`src/logic/slrt_defs.svh`:
```
// Purpose: Register offsets, field positions, reset values and counts for the rx test checkers
// Assumes: 12-bit byte-wide register address space
// Notes:   Definitions only
`ifndef SLRT_DEFS_SVH
`define SLRT_DEFS_SVH

`define SLRT_A_PRBS_EN    12'h315
`define SLRT_A_PRBS_CTL   12'h316
`define SLRT_A_THR0       12'h317
`define SLRT_A_THR1       12'h318
`define SLRT_A_THR2       12'h319
`define SLRT_A_CNT0       12'h31A
`define SLRT_A_CNT1       12'h31B
`define SLRT_A_CNT2       12'h31C
`define SLRT_A_PASS       12'h31D
`define SLRT_A_SMP_CTL    12'h32C
`define SLRT_A_REF0       12'h32D
`define SLRT_A_REF1       12'h32E
`define SLRT_A_SMP_RES    12'h32F
`define SLRT_A_CGS_STAT   12'h470
`define SLRT_A_ILAS_CTL   12'h477
`define SLRT_A_LINK_EN    12'h47D

`define SLRT_B_PRBS_RST   0
`define SLRT_B_PRBS_START 1
`define SLRT_B_PAT_LSB    2
`define SLRT_B_LSEL_LSB   4
`define SLRT_B_SMP_EN     0
`define SLRT_B_SMP_RST    1
`define SLRT_B_CONV_LSB   2
`define SLRT_B_SLOT_LSB   4
`define SLRT_B_ILAS_MODE  7

`define SLRT_M_PRBS_CTL   8'h7F
`define SLRT_M_SMP_CTL    8'h3F
`define SLRT_RST_BYTE     8'h00
`define SLRT_PAT_PRBS7    2'h0
`define SLRT_PAT_PRBS15   2'h1
`define SLRT_PAT_PRBS31   2'h2
`define SLRT_K28_5        8'hBC
`define SLRT_CGS_COUNT    3'h4
`define SLRT_LOCK_WORDS   3'h4

`endif

```
`src/logic/slrt_pkg.sv`:
```
// Purpose: Types shared by the rx test checkers
// Assumes: slrt_defs.svh holds the encodings
// Notes:   Pattern encoding follows the pattern-select field
`include "slrt_defs.svh"
package slrt_pkg;
  typedef enum logic [1:0] {
    SLRT_PRBS7  = `SLRT_PAT_PRBS7,
    SLRT_PRBS15 = `SLRT_PAT_PRBS15,
    SLRT_PRBS31 = `SLRT_PAT_PRBS31
  } slrt_pat_t;
endpackage

```
`src/logic/slrt_checkers.sv`:
```
// Purpose: PRBS lane checker, transport sample checker and code-group check of a 4-lane receiver
// Assumes: Lane and sample inputs synchronous to i_mclk; register port reads one cycle late
// Notes:   Sample stream passes through a small FIFO and an output register on its way on
`timescale 1ns/10ps
`include "slrt_defs.svh"

module slrt_fifo #(
  parameter int W = 20,
  parameter int D = 4
)(
  // Clock and reset
  input  wire logic         i_mclk,
  input  wire logic         i_rst_b,
  // Fill side
  input  wire logic         i_valid,
  output logic              o_ready,
  input  wire logic [W-1:0] i_data,
  // Drain side
  output logic              o_valid,
  input  wire logic         i_ready,
  output logic [W-1:0]      o_data
);
  localparam int AW = (D > 1) ? $clog2(D) : 1;
  typedef struct packed {
    logic [D-1:0][W-1:0] mem;
    logic [AW-1:0]       wp;
    logic [AW-1:0]       rp;
    logic [AW:0]         cnt;
    logic                rdy;
    logic                empty;
  } slrt_fifo_st_t;

  slrt_fifo_st_t st_r;
  slrt_fifo_st_t st_nxt;
  logic          push;
  logic          pop;

  assign push    = i_valid & st_r.rdy;
  assign pop     = i_ready & ~st_r.empty;
  assign o_ready = st_r.rdy;
  assign o_valid = ~st_r.empty;
  assign o_data  = st_r.mem[st_r.rp];

  always_comb begin
    st_nxt = st_r;
    if (push) begin
      st_nxt.mem[st_r.wp] = i_data;
      st_nxt.wp = (st_r.wp == AW'(D - 1)) ? '0 : st_r.wp + 1'b1;
    end
    if (pop) begin
      st_nxt.rp = (st_r.rp == AW'(D - 1)) ? '0 : st_r.rp + 1'b1;
    end
    st_nxt.cnt   = st_r.cnt + {{AW{1'b0}}, push} - {{AW{1'b0}}, pop};
    // Ready is kept as a flop so the port needs no gate after the register
    st_nxt.rdy   = (st_nxt.cnt != (AW + 1)'(D));
    st_nxt.empty = (st_nxt.cnt == '0);
  end

  always_ff @(posedge i_mclk or negedge i_rst_b) begin
    if (!i_rst_b) begin
      st_r       <= '0;
      st_r.empty <= 1'b1;
      st_r.rdy   <= 1'b1;
    end else begin
      st_r <= st_nxt;
    end
  end
endmodule // slrt_fifo

// Notes on behaviour
// - PRBS checker self-locks, needs no link
// - Pattern select picks PRBS7, PRBS15, PRBS31
// - Per-lane enable bits gate PRBS checking
// - Checker reset bit clears PRBS state
// - 24-bit error threshold over three bytes
// - Test starts on start bit rising edge
// - Pass register gives one bit per lane
// - Lane select picks visible error count
// - Error counters saturate at all ones
// - Counts kept for all lanes, one shown
// - Only selected converter and slot compared
// - 16-bit reference compared to received sample
// - Sample compare only while enabled
// - Sample checker reset pulse clears result
// - Result bit 1 on mismatch, 0 on match
// - K28.5 stream releases sync request, status
// - Lane alignment test mode: four K28.5 release
module slrt_checkers
  import slrt_pkg::*;
#(
  parameter int LANES  = 4,
  parameter int SMP_W  = 16,
  parameter int FIFO_D = 4
)(
  // Clock and reset
  input  wire logic               i_mclk,
  input  wire logic               i_rst_b,
  // Register port
  input  wire logic [11:0]        i_reg_addr,
  input  wire logic               i_reg_wr,
  input  wire logic [7:0]         i_reg_wdata,
  output logic [7:0]              o_reg_rdata,
  // Raw lane words, bit 0 first
  input  wire logic [LANES-1:0]   i_phy_valid,
  input  wire logic [LANES*8-1:0] i_phy_word,
  // Decoded lane characters
  input  wire logic [LANES-1:0]   i_cgs_valid,
  input  wire logic [LANES-1:0]   i_cgs_is_k,
  input  wire logic [LANES*8-1:0] i_cgs_char,
  // Received converter samples
  input  wire logic               i_smp_valid,
  input  wire logic [1:0]         i_smp_conv,
  input  wire logic [1:0]         i_smp_slot,
  input  wire logic [SMP_W-1:0]   i_smp_data,
  output logic                    o_smp_ready,
  // Samples onward
  output logic                    o_out_valid,
  output logic [SMP_W-1:0]        o_out_data,
  input  wire logic               i_out_ready,
  // Link
  output logic                    o_sync_req_b
);
  localparam int FW = SMP_W + 4;
  localparam logic [7:0] LMASK = 8'((1 << LANES) - 1);

  typedef struct packed {
    logic [7:0]                  lane_en;
    logic [7:0]                  ctl;
    logic [23:0]                 thr;
    logic [7:0]                  sctl;
    logic [15:0]                 refv;
    logic                        ilas;
    logic [7:0]                  link_en;
    logic                        start_q;
    logic [LANES-1:0][30:0]      hist;
    logic [LANES-1:0][2:0]       lock;
    logic [LANES-1:0][23:0]      cnt;
    logic [LANES-1:0][2:0]       kcnt;
    logic [LANES-1:0]            cgs_ok;
    logic                        fail;
    logic                        sync_b;
    logic                        out_valid;
    logic [SMP_W-1:0]            out_data;
    logic [7:0]                  rdata;
  } slrt_st_t;

  slrt_st_t               st_r;
  slrt_st_t               st_nxt;
  slrt_pat_t              pat;
  logic [LANES-1:0][30:0] hist_new;
  logic [LANES-1:0][3:0]  err_bits;
  logic [LANES-1:0]       k28;
  logic [LANES-1:0]       pass;
  logic                   f_valid;
  logic [FW-1:0]          f_data;
  logic                   drain;

  assign pat = slrt_pat_t'(st_r.ctl[`SLRT_B_PAT_LSB +: 2]);
  assign drain = ~st_r.out_valid | i_out_ready;

  // Each expected bit is predicted from the received bits themselves, so the
  // checker locks onto any phase of the pattern without frame alignment
  for (genvar gl = 0; gl < LANES; gl++) begin : g_lane
    logic [30:0] h;
    logic [3:0]  e;
    logic        x;
    always_comb begin
      h = st_r.hist[gl];
      e = 4'h0;
      x = 1'b0;
      for (int b = 0; b < 8; b++) begin
        case (pat)
          SLRT_PRBS15: x = h[14] ^ h[13];
          SLRT_PRBS31: x = h[30] ^ h[27];
          default:     x = h[6] ^ h[5];
        endcase
        e = e + {3'h0, x ^ i_phy_word[gl*8+b]};
        h = {h[29:0], i_phy_word[gl*8+b]};
      end
    end
    assign hist_new[gl] = h;
    assign err_bits[gl] = e;
    assign k28[gl] = i_cgs_valid[gl] & i_cgs_is_k[gl]
                   & (i_cgs_char[gl*8 +: 8] == `SLRT_K28_5);
    assign pass[gl] = st_r.lane_en[gl] & (st_r.lock[gl] == `SLRT_LOCK_WORDS)
                    & (st_r.cnt[gl] <= st_r.thr);
  end

  slrt_fifo #(
    .W (FW),
    .D (FIFO_D)
  ) u_fifo (
    .i_mclk  (i_mclk),
    .i_rst_b (i_rst_b),
    .i_valid (i_smp_valid),
    .o_ready (o_smp_ready),
    .i_data  ({i_smp_conv, i_smp_slot, i_smp_data}),
    .o_valid (f_valid),
    .i_ready (drain),
    .o_data  (f_data)
  );

  always_comb begin
    logic        clr_all;
    logic        start_edge;
    logic [23:0] base;
    logic [3:0]  add;
    logic [24:0] sum;
    logic [2:0]  kn;
    logic [2:0]  lsel;
    logic        hit;
    clr_all    = st_r.ctl[`SLRT_B_PRBS_RST];
    start_edge = st_r.ctl[`SLRT_B_PRBS_START] & ~st_r.start_q;
    base       = 24'h0;
    add        = 4'h0;
    sum        = 25'h0;
    kn         = 3'h0;
    lsel       = st_r.ctl[`SLRT_B_LSEL_LSB +: 3];
    hit        = 1'b0;
    st_nxt     = st_r;

    if (i_reg_wr) begin
      if (i_reg_addr == `SLRT_A_PRBS_EN) begin
        st_nxt.lane_en = i_reg_wdata & LMASK;
      end else if (i_reg_addr == `SLRT_A_PRBS_CTL) begin
        st_nxt.ctl = i_reg_wdata & `SLRT_M_PRBS_CTL;
      end else if (i_reg_addr == `SLRT_A_THR0) begin
        st_nxt.thr[7:0] = i_reg_wdata;
      end else if (i_reg_addr == `SLRT_A_THR1) begin
        st_nxt.thr[15:8] = i_reg_wdata;
      end else if (i_reg_addr == `SLRT_A_THR2) begin
        st_nxt.thr[23:16] = i_reg_wdata;
      end else if (i_reg_addr == `SLRT_A_SMP_CTL) begin
        st_nxt.sctl = i_reg_wdata & `SLRT_M_SMP_CTL;
      end else if (i_reg_addr == `SLRT_A_REF0) begin
        st_nxt.refv[7:0] = i_reg_wdata;
      end else if (i_reg_addr == `SLRT_A_REF1) begin
        st_nxt.refv[15:8] = i_reg_wdata;
      end else if (i_reg_addr == `SLRT_A_ILAS_CTL) begin
        st_nxt.ilas = i_reg_wdata[`SLRT_B_ILAS_MODE];
      end else if (i_reg_addr == `SLRT_A_LINK_EN) begin
        st_nxt.link_en = i_reg_wdata & LMASK;
      end
    end

    st_nxt.start_q = st_r.ctl[`SLRT_B_PRBS_START];

    for (int l = 0; l < LANES; l++) begin
      if (clr_all || !st_r.lane_en[l]) begin
        st_nxt.lock[l] = 3'h0;
        st_nxt.hist[l] = 31'h0;
      end else if (i_phy_valid[l]) begin
        st_nxt.hist[l] = hist_new[l];
        if (st_r.lock[l] != `SLRT_LOCK_WORDS) begin
          st_nxt.lock[l] = st_r.lock[l] + 3'h1;
        end
      end
      // Counts restart at reset or a new start, otherwise hold after the test
      base = (clr_all || start_edge) ? 24'h0 : st_r.cnt[l];
      add  = (st_r.ctl[`SLRT_B_PRBS_START] && !clr_all && st_r.lane_en[l]
              && i_phy_valid[l] && st_r.lock[l] == `SLRT_LOCK_WORDS)
             ? err_bits[l] : 4'h0;
      sum  = {1'b0, base} + {21'h0, add};
      st_nxt.cnt[l] = sum[24] ? 24'hFFFFFF : sum[23:0];

      if (!st_r.link_en[l]) begin
        kn = 3'h0;
      end else if (i_cgs_valid[l]) begin
        if (k28[l]) begin
          kn = (st_r.kcnt[l] == `SLRT_CGS_COUNT) ? st_r.kcnt[l] : st_r.kcnt[l] + 3'h1;
        end else begin
          kn = 3'h0;
        end
      end else begin
        kn = st_r.kcnt[l];
      end
      st_nxt.kcnt[l] = kn;
      // In alignment test mode the pass latches, since other characters follow
      st_nxt.cgs_ok[l] = st_r.link_en[l]
                       & ((kn == `SLRT_CGS_COUNT) | (st_r.ilas & st_r.cgs_ok[l]));
    end

    st_nxt.sync_b = (st_r.link_en != 8'h00)
                  & ((st_r.cgs_ok | ~st_r.link_en[LANES-1:0]) == {LANES{1'b1}});

    if (drain) begin
      st_nxt.out_valid = f_valid;
      if (f_valid) begin
        st_nxt.out_data = f_data[SMP_W-1:0];
      end
    end
    hit = drain && f_valid && st_r.sctl[`SLRT_B_SMP_EN]
        && f_data[SMP_W+3 -: 2] == st_r.sctl[`SLRT_B_CONV_LSB +: 2]
        && f_data[SMP_W+1 -: 2] == st_r.sctl[`SLRT_B_SLOT_LSB +: 2]
        && f_data[SMP_W-1:0] != st_r.refv;
    // A mismatch in the cycle of a clear still sets the flag
    if (hit) begin
      st_nxt.fail = 1'b1;
    end else if (st_r.sctl[`SLRT_B_SMP_RST]) begin
      st_nxt.fail = 1'b0;
    end

    if (i_reg_addr == `SLRT_A_PRBS_EN) begin
      st_nxt.rdata = st_r.lane_en;
    end else if (i_reg_addr == `SLRT_A_PRBS_CTL) begin
      st_nxt.rdata = st_r.ctl;
    end else if (i_reg_addr == `SLRT_A_THR0) begin
      st_nxt.rdata = st_r.thr[7:0];
    end else if (i_reg_addr == `SLRT_A_THR1) begin
      st_nxt.rdata = st_r.thr[15:8];
    end else if (i_reg_addr == `SLRT_A_THR2) begin
      st_nxt.rdata = st_r.thr[23:16];
    end else if (i_reg_addr == `SLRT_A_CNT0 && int'(lsel) < LANES) begin
      st_nxt.rdata = st_r.cnt[lsel[1:0]][7:0];
    end else if (i_reg_addr == `SLRT_A_CNT1 && int'(lsel) < LANES) begin
      st_nxt.rdata = st_r.cnt[lsel[1:0]][15:8];
    end else if (i_reg_addr == `SLRT_A_CNT2 && int'(lsel) < LANES) begin
      st_nxt.rdata = st_r.cnt[lsel[1:0]][23:16];
    end else if (i_reg_addr == `SLRT_A_PASS) begin
      st_nxt.rdata = {{(8-LANES){1'b0}}, pass};
    end else if (i_reg_addr == `SLRT_A_SMP_CTL) begin
      st_nxt.rdata = st_r.sctl;
    end else if (i_reg_addr == `SLRT_A_REF0) begin
      st_nxt.rdata = st_r.refv[7:0];
    end else if (i_reg_addr == `SLRT_A_REF1) begin
      st_nxt.rdata = st_r.refv[15:8];
    end else if (i_reg_addr == `SLRT_A_SMP_RES) begin
      st_nxt.rdata = {7'h0, st_r.fail};
    end else if (i_reg_addr == `SLRT_A_CGS_STAT) begin
      st_nxt.rdata = {{(8-LANES){1'b0}}, st_r.cgs_ok};
    end else if (i_reg_addr == `SLRT_A_ILAS_CTL) begin
      st_nxt.rdata = {st_r.ilas, 7'h0};
    end else if (i_reg_addr == `SLRT_A_LINK_EN) begin
      st_nxt.rdata = st_r.link_en;
    end else begin
      st_nxt.rdata = `SLRT_RST_BYTE;
    end
  end

  always_ff @(posedge i_mclk or negedge i_rst_b) begin
    if (!i_rst_b) begin
      st_r <= '0;
    end else begin
      st_r <= st_nxt;
    end
  end

  assign o_reg_rdata  = st_r.rdata;
  assign o_out_valid  = st_r.out_valid;
  assign o_out_data   = st_r.out_data;
  assign o_sync_req_b = st_r.sync_b;
endmodule // slrt_checkers

```
`config.mk`:
```
export PLATFORM = sky130hd
export DESIGN_NAME = slrt_checkers
export DESIGN_NICKNAME = d
export VERILOG_FILES = /design/src/logic/slrt_pkg.sv /design/src/logic/slrt_checkers.sv
export VERILOG_INCLUDE_DIRS = /design/src /design/src/logic
export SDC_FILE = /design/constraint.sdc
export NUM_CORES = 1
export LEC_CHECK = 0
export ABC_AREA = 1
export BUFFER_PORTS_ARGS = -buffer_cell sky130_fd_sc_hd__buf_2
export CAP_MARGIN = 5
export CORE_UTILIZATION = 30
export CTS_CLUSTER_DIAMETER = 120
export DETAILED_ROUTE_END_ITERATION = 6
export MAX_ROUTING_LAYER = met4
export SETUP_SLACK_MARGIN = 0.02
export SLEW_MARGIN = 20
export SYNTH_ARGS = -nofsm -noshare
export SYNTH_HDL_FRONTEND = slang
export SYNTH_SLANG_ARGS = --single-unit
```
`constraint.sdc`:
```
create_clock -name i_mclk -period 7.7 [get_ports i_mclk]
set_input_delay 0.77 -clock i_mclk [delete_from_list [all_inputs] [get_ports i_mclk]]
set_output_delay 0.77 -clock i_mclk [all_outputs]
set_load 0.02 [all_outputs]
```
==> metrics <==
Final period util 84.5%; MaxCap Viol Count 0; top cells by area, synth dfrtp_1 39%, nand2_1 11%, o21ai_0 7.4%; CP peak stage delay 550 ps; critical path class reg2reg; vias in the first global route 22600; routed len/inst 16.4 µm; failing checks design-rule violations; worst-path fanout max 35; Syn. warnings 0; clock network power share 37.8%; die height 302 µm; wl on met1 37700 µm; # hold bufs at CTS 0; GRT Residual Overflow 0; synth unique cells 58; share of cells above drive strength 1 10.3%; Power Dens Cells 219 nW/µm²; Initial DRC Count 1952; row count 109; Setup WS pre-CTS 1250 ps; CTS buffer count 50; max_slew headroom 34.1%; met3 wire length 4210 µm; Critical Path Source Type flop; clk_skew 51.4 ps; uppermost routed layer met4; Vias 23900; DR vias/cell 4.93; initial antenna violation count 3; Sw Share 32.2%; total global-route track usage 17.9%; non-filler cells, final 4844; # setup viols final 0; WL final 79400 µm; Total Power 6670 µW; I/O pin total 148; worst vdd ir 0.000164 V; CTS root buf clkbuf_16; Hold Crit Class in2async; fin. max-slew vios 0; #FFs+latches synth 427; Final Hold Vio Count 0; Data arrival, critical path 7020 ps; clock latency on the worst-skew pair 620 ps; Syn-to-layout area delta 12.8%; die width 302 µm; Syn Nets 3844; Synth Cell Area 27000 µm²; worst setup path start pat[0]; CTS tree built; hpwl dp 58200 µm; largest net degree at the start of global routing 160; Starting Density 30.4%; crit end category flop; clk buf depth 3; CP required 8210 ps; DRT antenna net count 0; post-synth top area cell dfrtp_1; Internal Power 4520 µW; RSZ-0062 raised after global routing false; status finished with violations; RR Startpoint pat[0]; htree depth 2; Logic pwr share 21.5%; core area 88600 µm²; CTS sink count 427; metal2 WL 35800 µm; Port Buffer Count 147; EDFF count, synth 0; Reg power frac 40.7%; gp weighted congestion 0.969; nets 3927; min cycle time layout 6500 ps; full die area 91100 µm²; placed insts 4749; async set or reset register ratio after synthesis 100%; clock slew at reported path FFs 60 ps; Yosys top cell area share 39.4%; Setup TNS 0 ps; Mean Syn Cell Area 7.59 µm²; NetSw 2150 µW; first-pass GRT wire length 126000 µm; cts repair resizes 0; CP max stage cell fa_1; Worst Max-Slew Pin Slew 989 ps; fmax 0.154 GHz; drt pass-1 iters 7; most frequent CP cell nand2_1; post-synthesis sequential area ratio 39.6%; top_reg_cell synth dfrtp_1; Syn Inst Count 3553; DRC 22; Post-CTS Setup Bufs 0; static leakage 0.0140 µW; Final WS setup 1200 ps
-- cell type report --
class,instances,area (µm²)
inverters,475,1780
multi-input cells,2509,13800
diodes,1,2.50
clock buffers,69,1380
fillers,9377,58200
repair buffers,173,966
flip-flops and latches,427,10700
well taps,1165,1460
clock inverters,25,357
-- stage by stage --
stage               utilization [%]  instance area (µm²)  hold WS (ps)
finish                         34.3                30400          85.5
global route                   34.3                30400           115
CTS                            34.3                30400          87.0
detailed placement             32.3                28700           432
global placement               32.3                28700           429
floorplan                         -                27000           412
-- Yosys cell counts, types with 4 or more instances --
cell and instances:
o211ai_1 7, a211oi_1 24, nor2_4 13, nor3_2 12, inv_2 13, a221oi_1 6
a32o_1 5, dfrtp_1 425, xor2_1 56, a32oi_1 4, buf_4 27, xnor2_1 22
clkbuf_1 97, buf_2 7, o21ai_1 9, fa_1 21, nand4_1 41, nor4_1 4
o21a_1 5, o22a_1 6, nor2_2 25, clkinv_1 4, or2_0 4, or2_2 35
o21ai_0 399, ha_1 149, nand2_1 759, nand3_1 267, o221ai_1 5, nor3_1 42
a31oi_1 10, inv_1 458, nor4_4 4, nor2_1 266, o22ai_1 8, a21oi_1 258
nor3b_1 6, nand2_2 4, buf_6 8
-- path summary, 6_finish.rpt --
check	cells past startpoint	slack [ps]	to
max	30	1200	st_r[134]
min	1	90	st_r[33]
max reg2reg	30	1200	st_r[134]
min reg2reg	1	440	o_out_valid
max in group asynchronous	2	6250	st_r[50]
min in group i_mclk	4	380	o_out_valid
-- logic make-up (layout without fill, tap and decap cells) --
group	count (synthesis)	in the layout	share of synthesized area, %
fa+ha+maj	170	170	8.47
xor+xnor	78	78	2.53
compound gates	760	760	15.1
buf+inv	617	742	9.28
simple gates	1501	1501	25.0
other cells	0	1	0
flops	427	427	39.6
-- registers in the layout (all words and copies together), names as in the netlist --
register,cells
st_nxt,1
st_r,217
o_reg_rdata,8
o_sync_req_b,1
u_fifo.st_r,88
u_fifo.o_ready,1
g_lane.h,92
o_out_valid,1
o_out_data,16
pat,2
-- routing by layer --
layer / track usage [%] / vias to the layer above
met2: 28.0 / 641
met4: 4.50 / 0
li1: - / 11800
met5: - / -
met3: 1.89 / 111
met1: 24.7 / 11300
-- placed cells by master, fill, tap and decap left out, types with 6 or more instances in the layout --
| cell | synthesis | layout |
|---|---|---|
| a21oi_1 | 258 | 258 |
| fa_1 | 21 | 21 |
| o21ai_1 | 9 | 9 |
| nor2_1 | 266 | 266 |
| nor2_4 | 13 | 13 |
| buf_2 | 7 | 146 |
| o22a_1 | 6 | 6 |
| o21ai_0 | 399 | 399 |
| nand4_1 | 41 | 41 |
| inv_1 | 458 | 458 |
| clkbuf_16 | 0 | 50 |
| a221oi_1 | 6 | 6 |
| nor3_2 | 12 | 12 |
| ha_1 | 149 | 149 |
| xor2_1 | 56 | 56 |
| a211oi_1 | 24 | 24 |
| nor3b_1 | 6 | 6 |
| o211ai_1 | 7 | 7 |
| clkbuf_8 | 0 | 6 |
| nand3_1 | 267 | 267 |
| nor3_1 | 42 | 42 |
| o22ai_1 | 8 | 8 |
| inv_2 | 13 | 13 |
| buf_4 | 27 | 24 |
| clkbuf_1 | 97 | 13 |
| xnor2_1 | 22 | 22 |
| dfrtp_1 | 425 | 424 |
| bufinv_16 | 0 | 6 |
| a31oi_1 | 10 | 10 |
| or2_2 | 35 | 35 |
| clkinv_2 | 0 | 8 |
| nor2_2 | 25 | 25 |
| nand2_1 | 759 | 759 |
-- power by group through the flow --
stage / Combinational (µW) / Sequential, µW / Clock, µW
2_1_floorplan: 1070 / 2690 / 0
3_3_place_gp: 1420 / 2740 / 0
3_5_place_dp: 1450 / 2750 / 0
4_1_cts: 1450 / 2710 / 2580
5_1_grt: 1630 / 2750 / 2660
6_report: 1430 / 2720 / 2520
-- worst max-delay path: cells and delay by family, from the launching register on --
| family | cells | cell delay [ps] |
|---|---|---|
| AOI/OAI and AO/OA | 3 | 290 |
| xor gates and xnor gates | 2 | 320 |
| adders and majority gates | 7 | 2850 |
| buffers and inverters | 7 | 1160 |
| DFF | 1 | 400 |
| and+or+nand+nor | 11 | 1320 |
No activity file was read; power rests on OpenSTA's default activity.
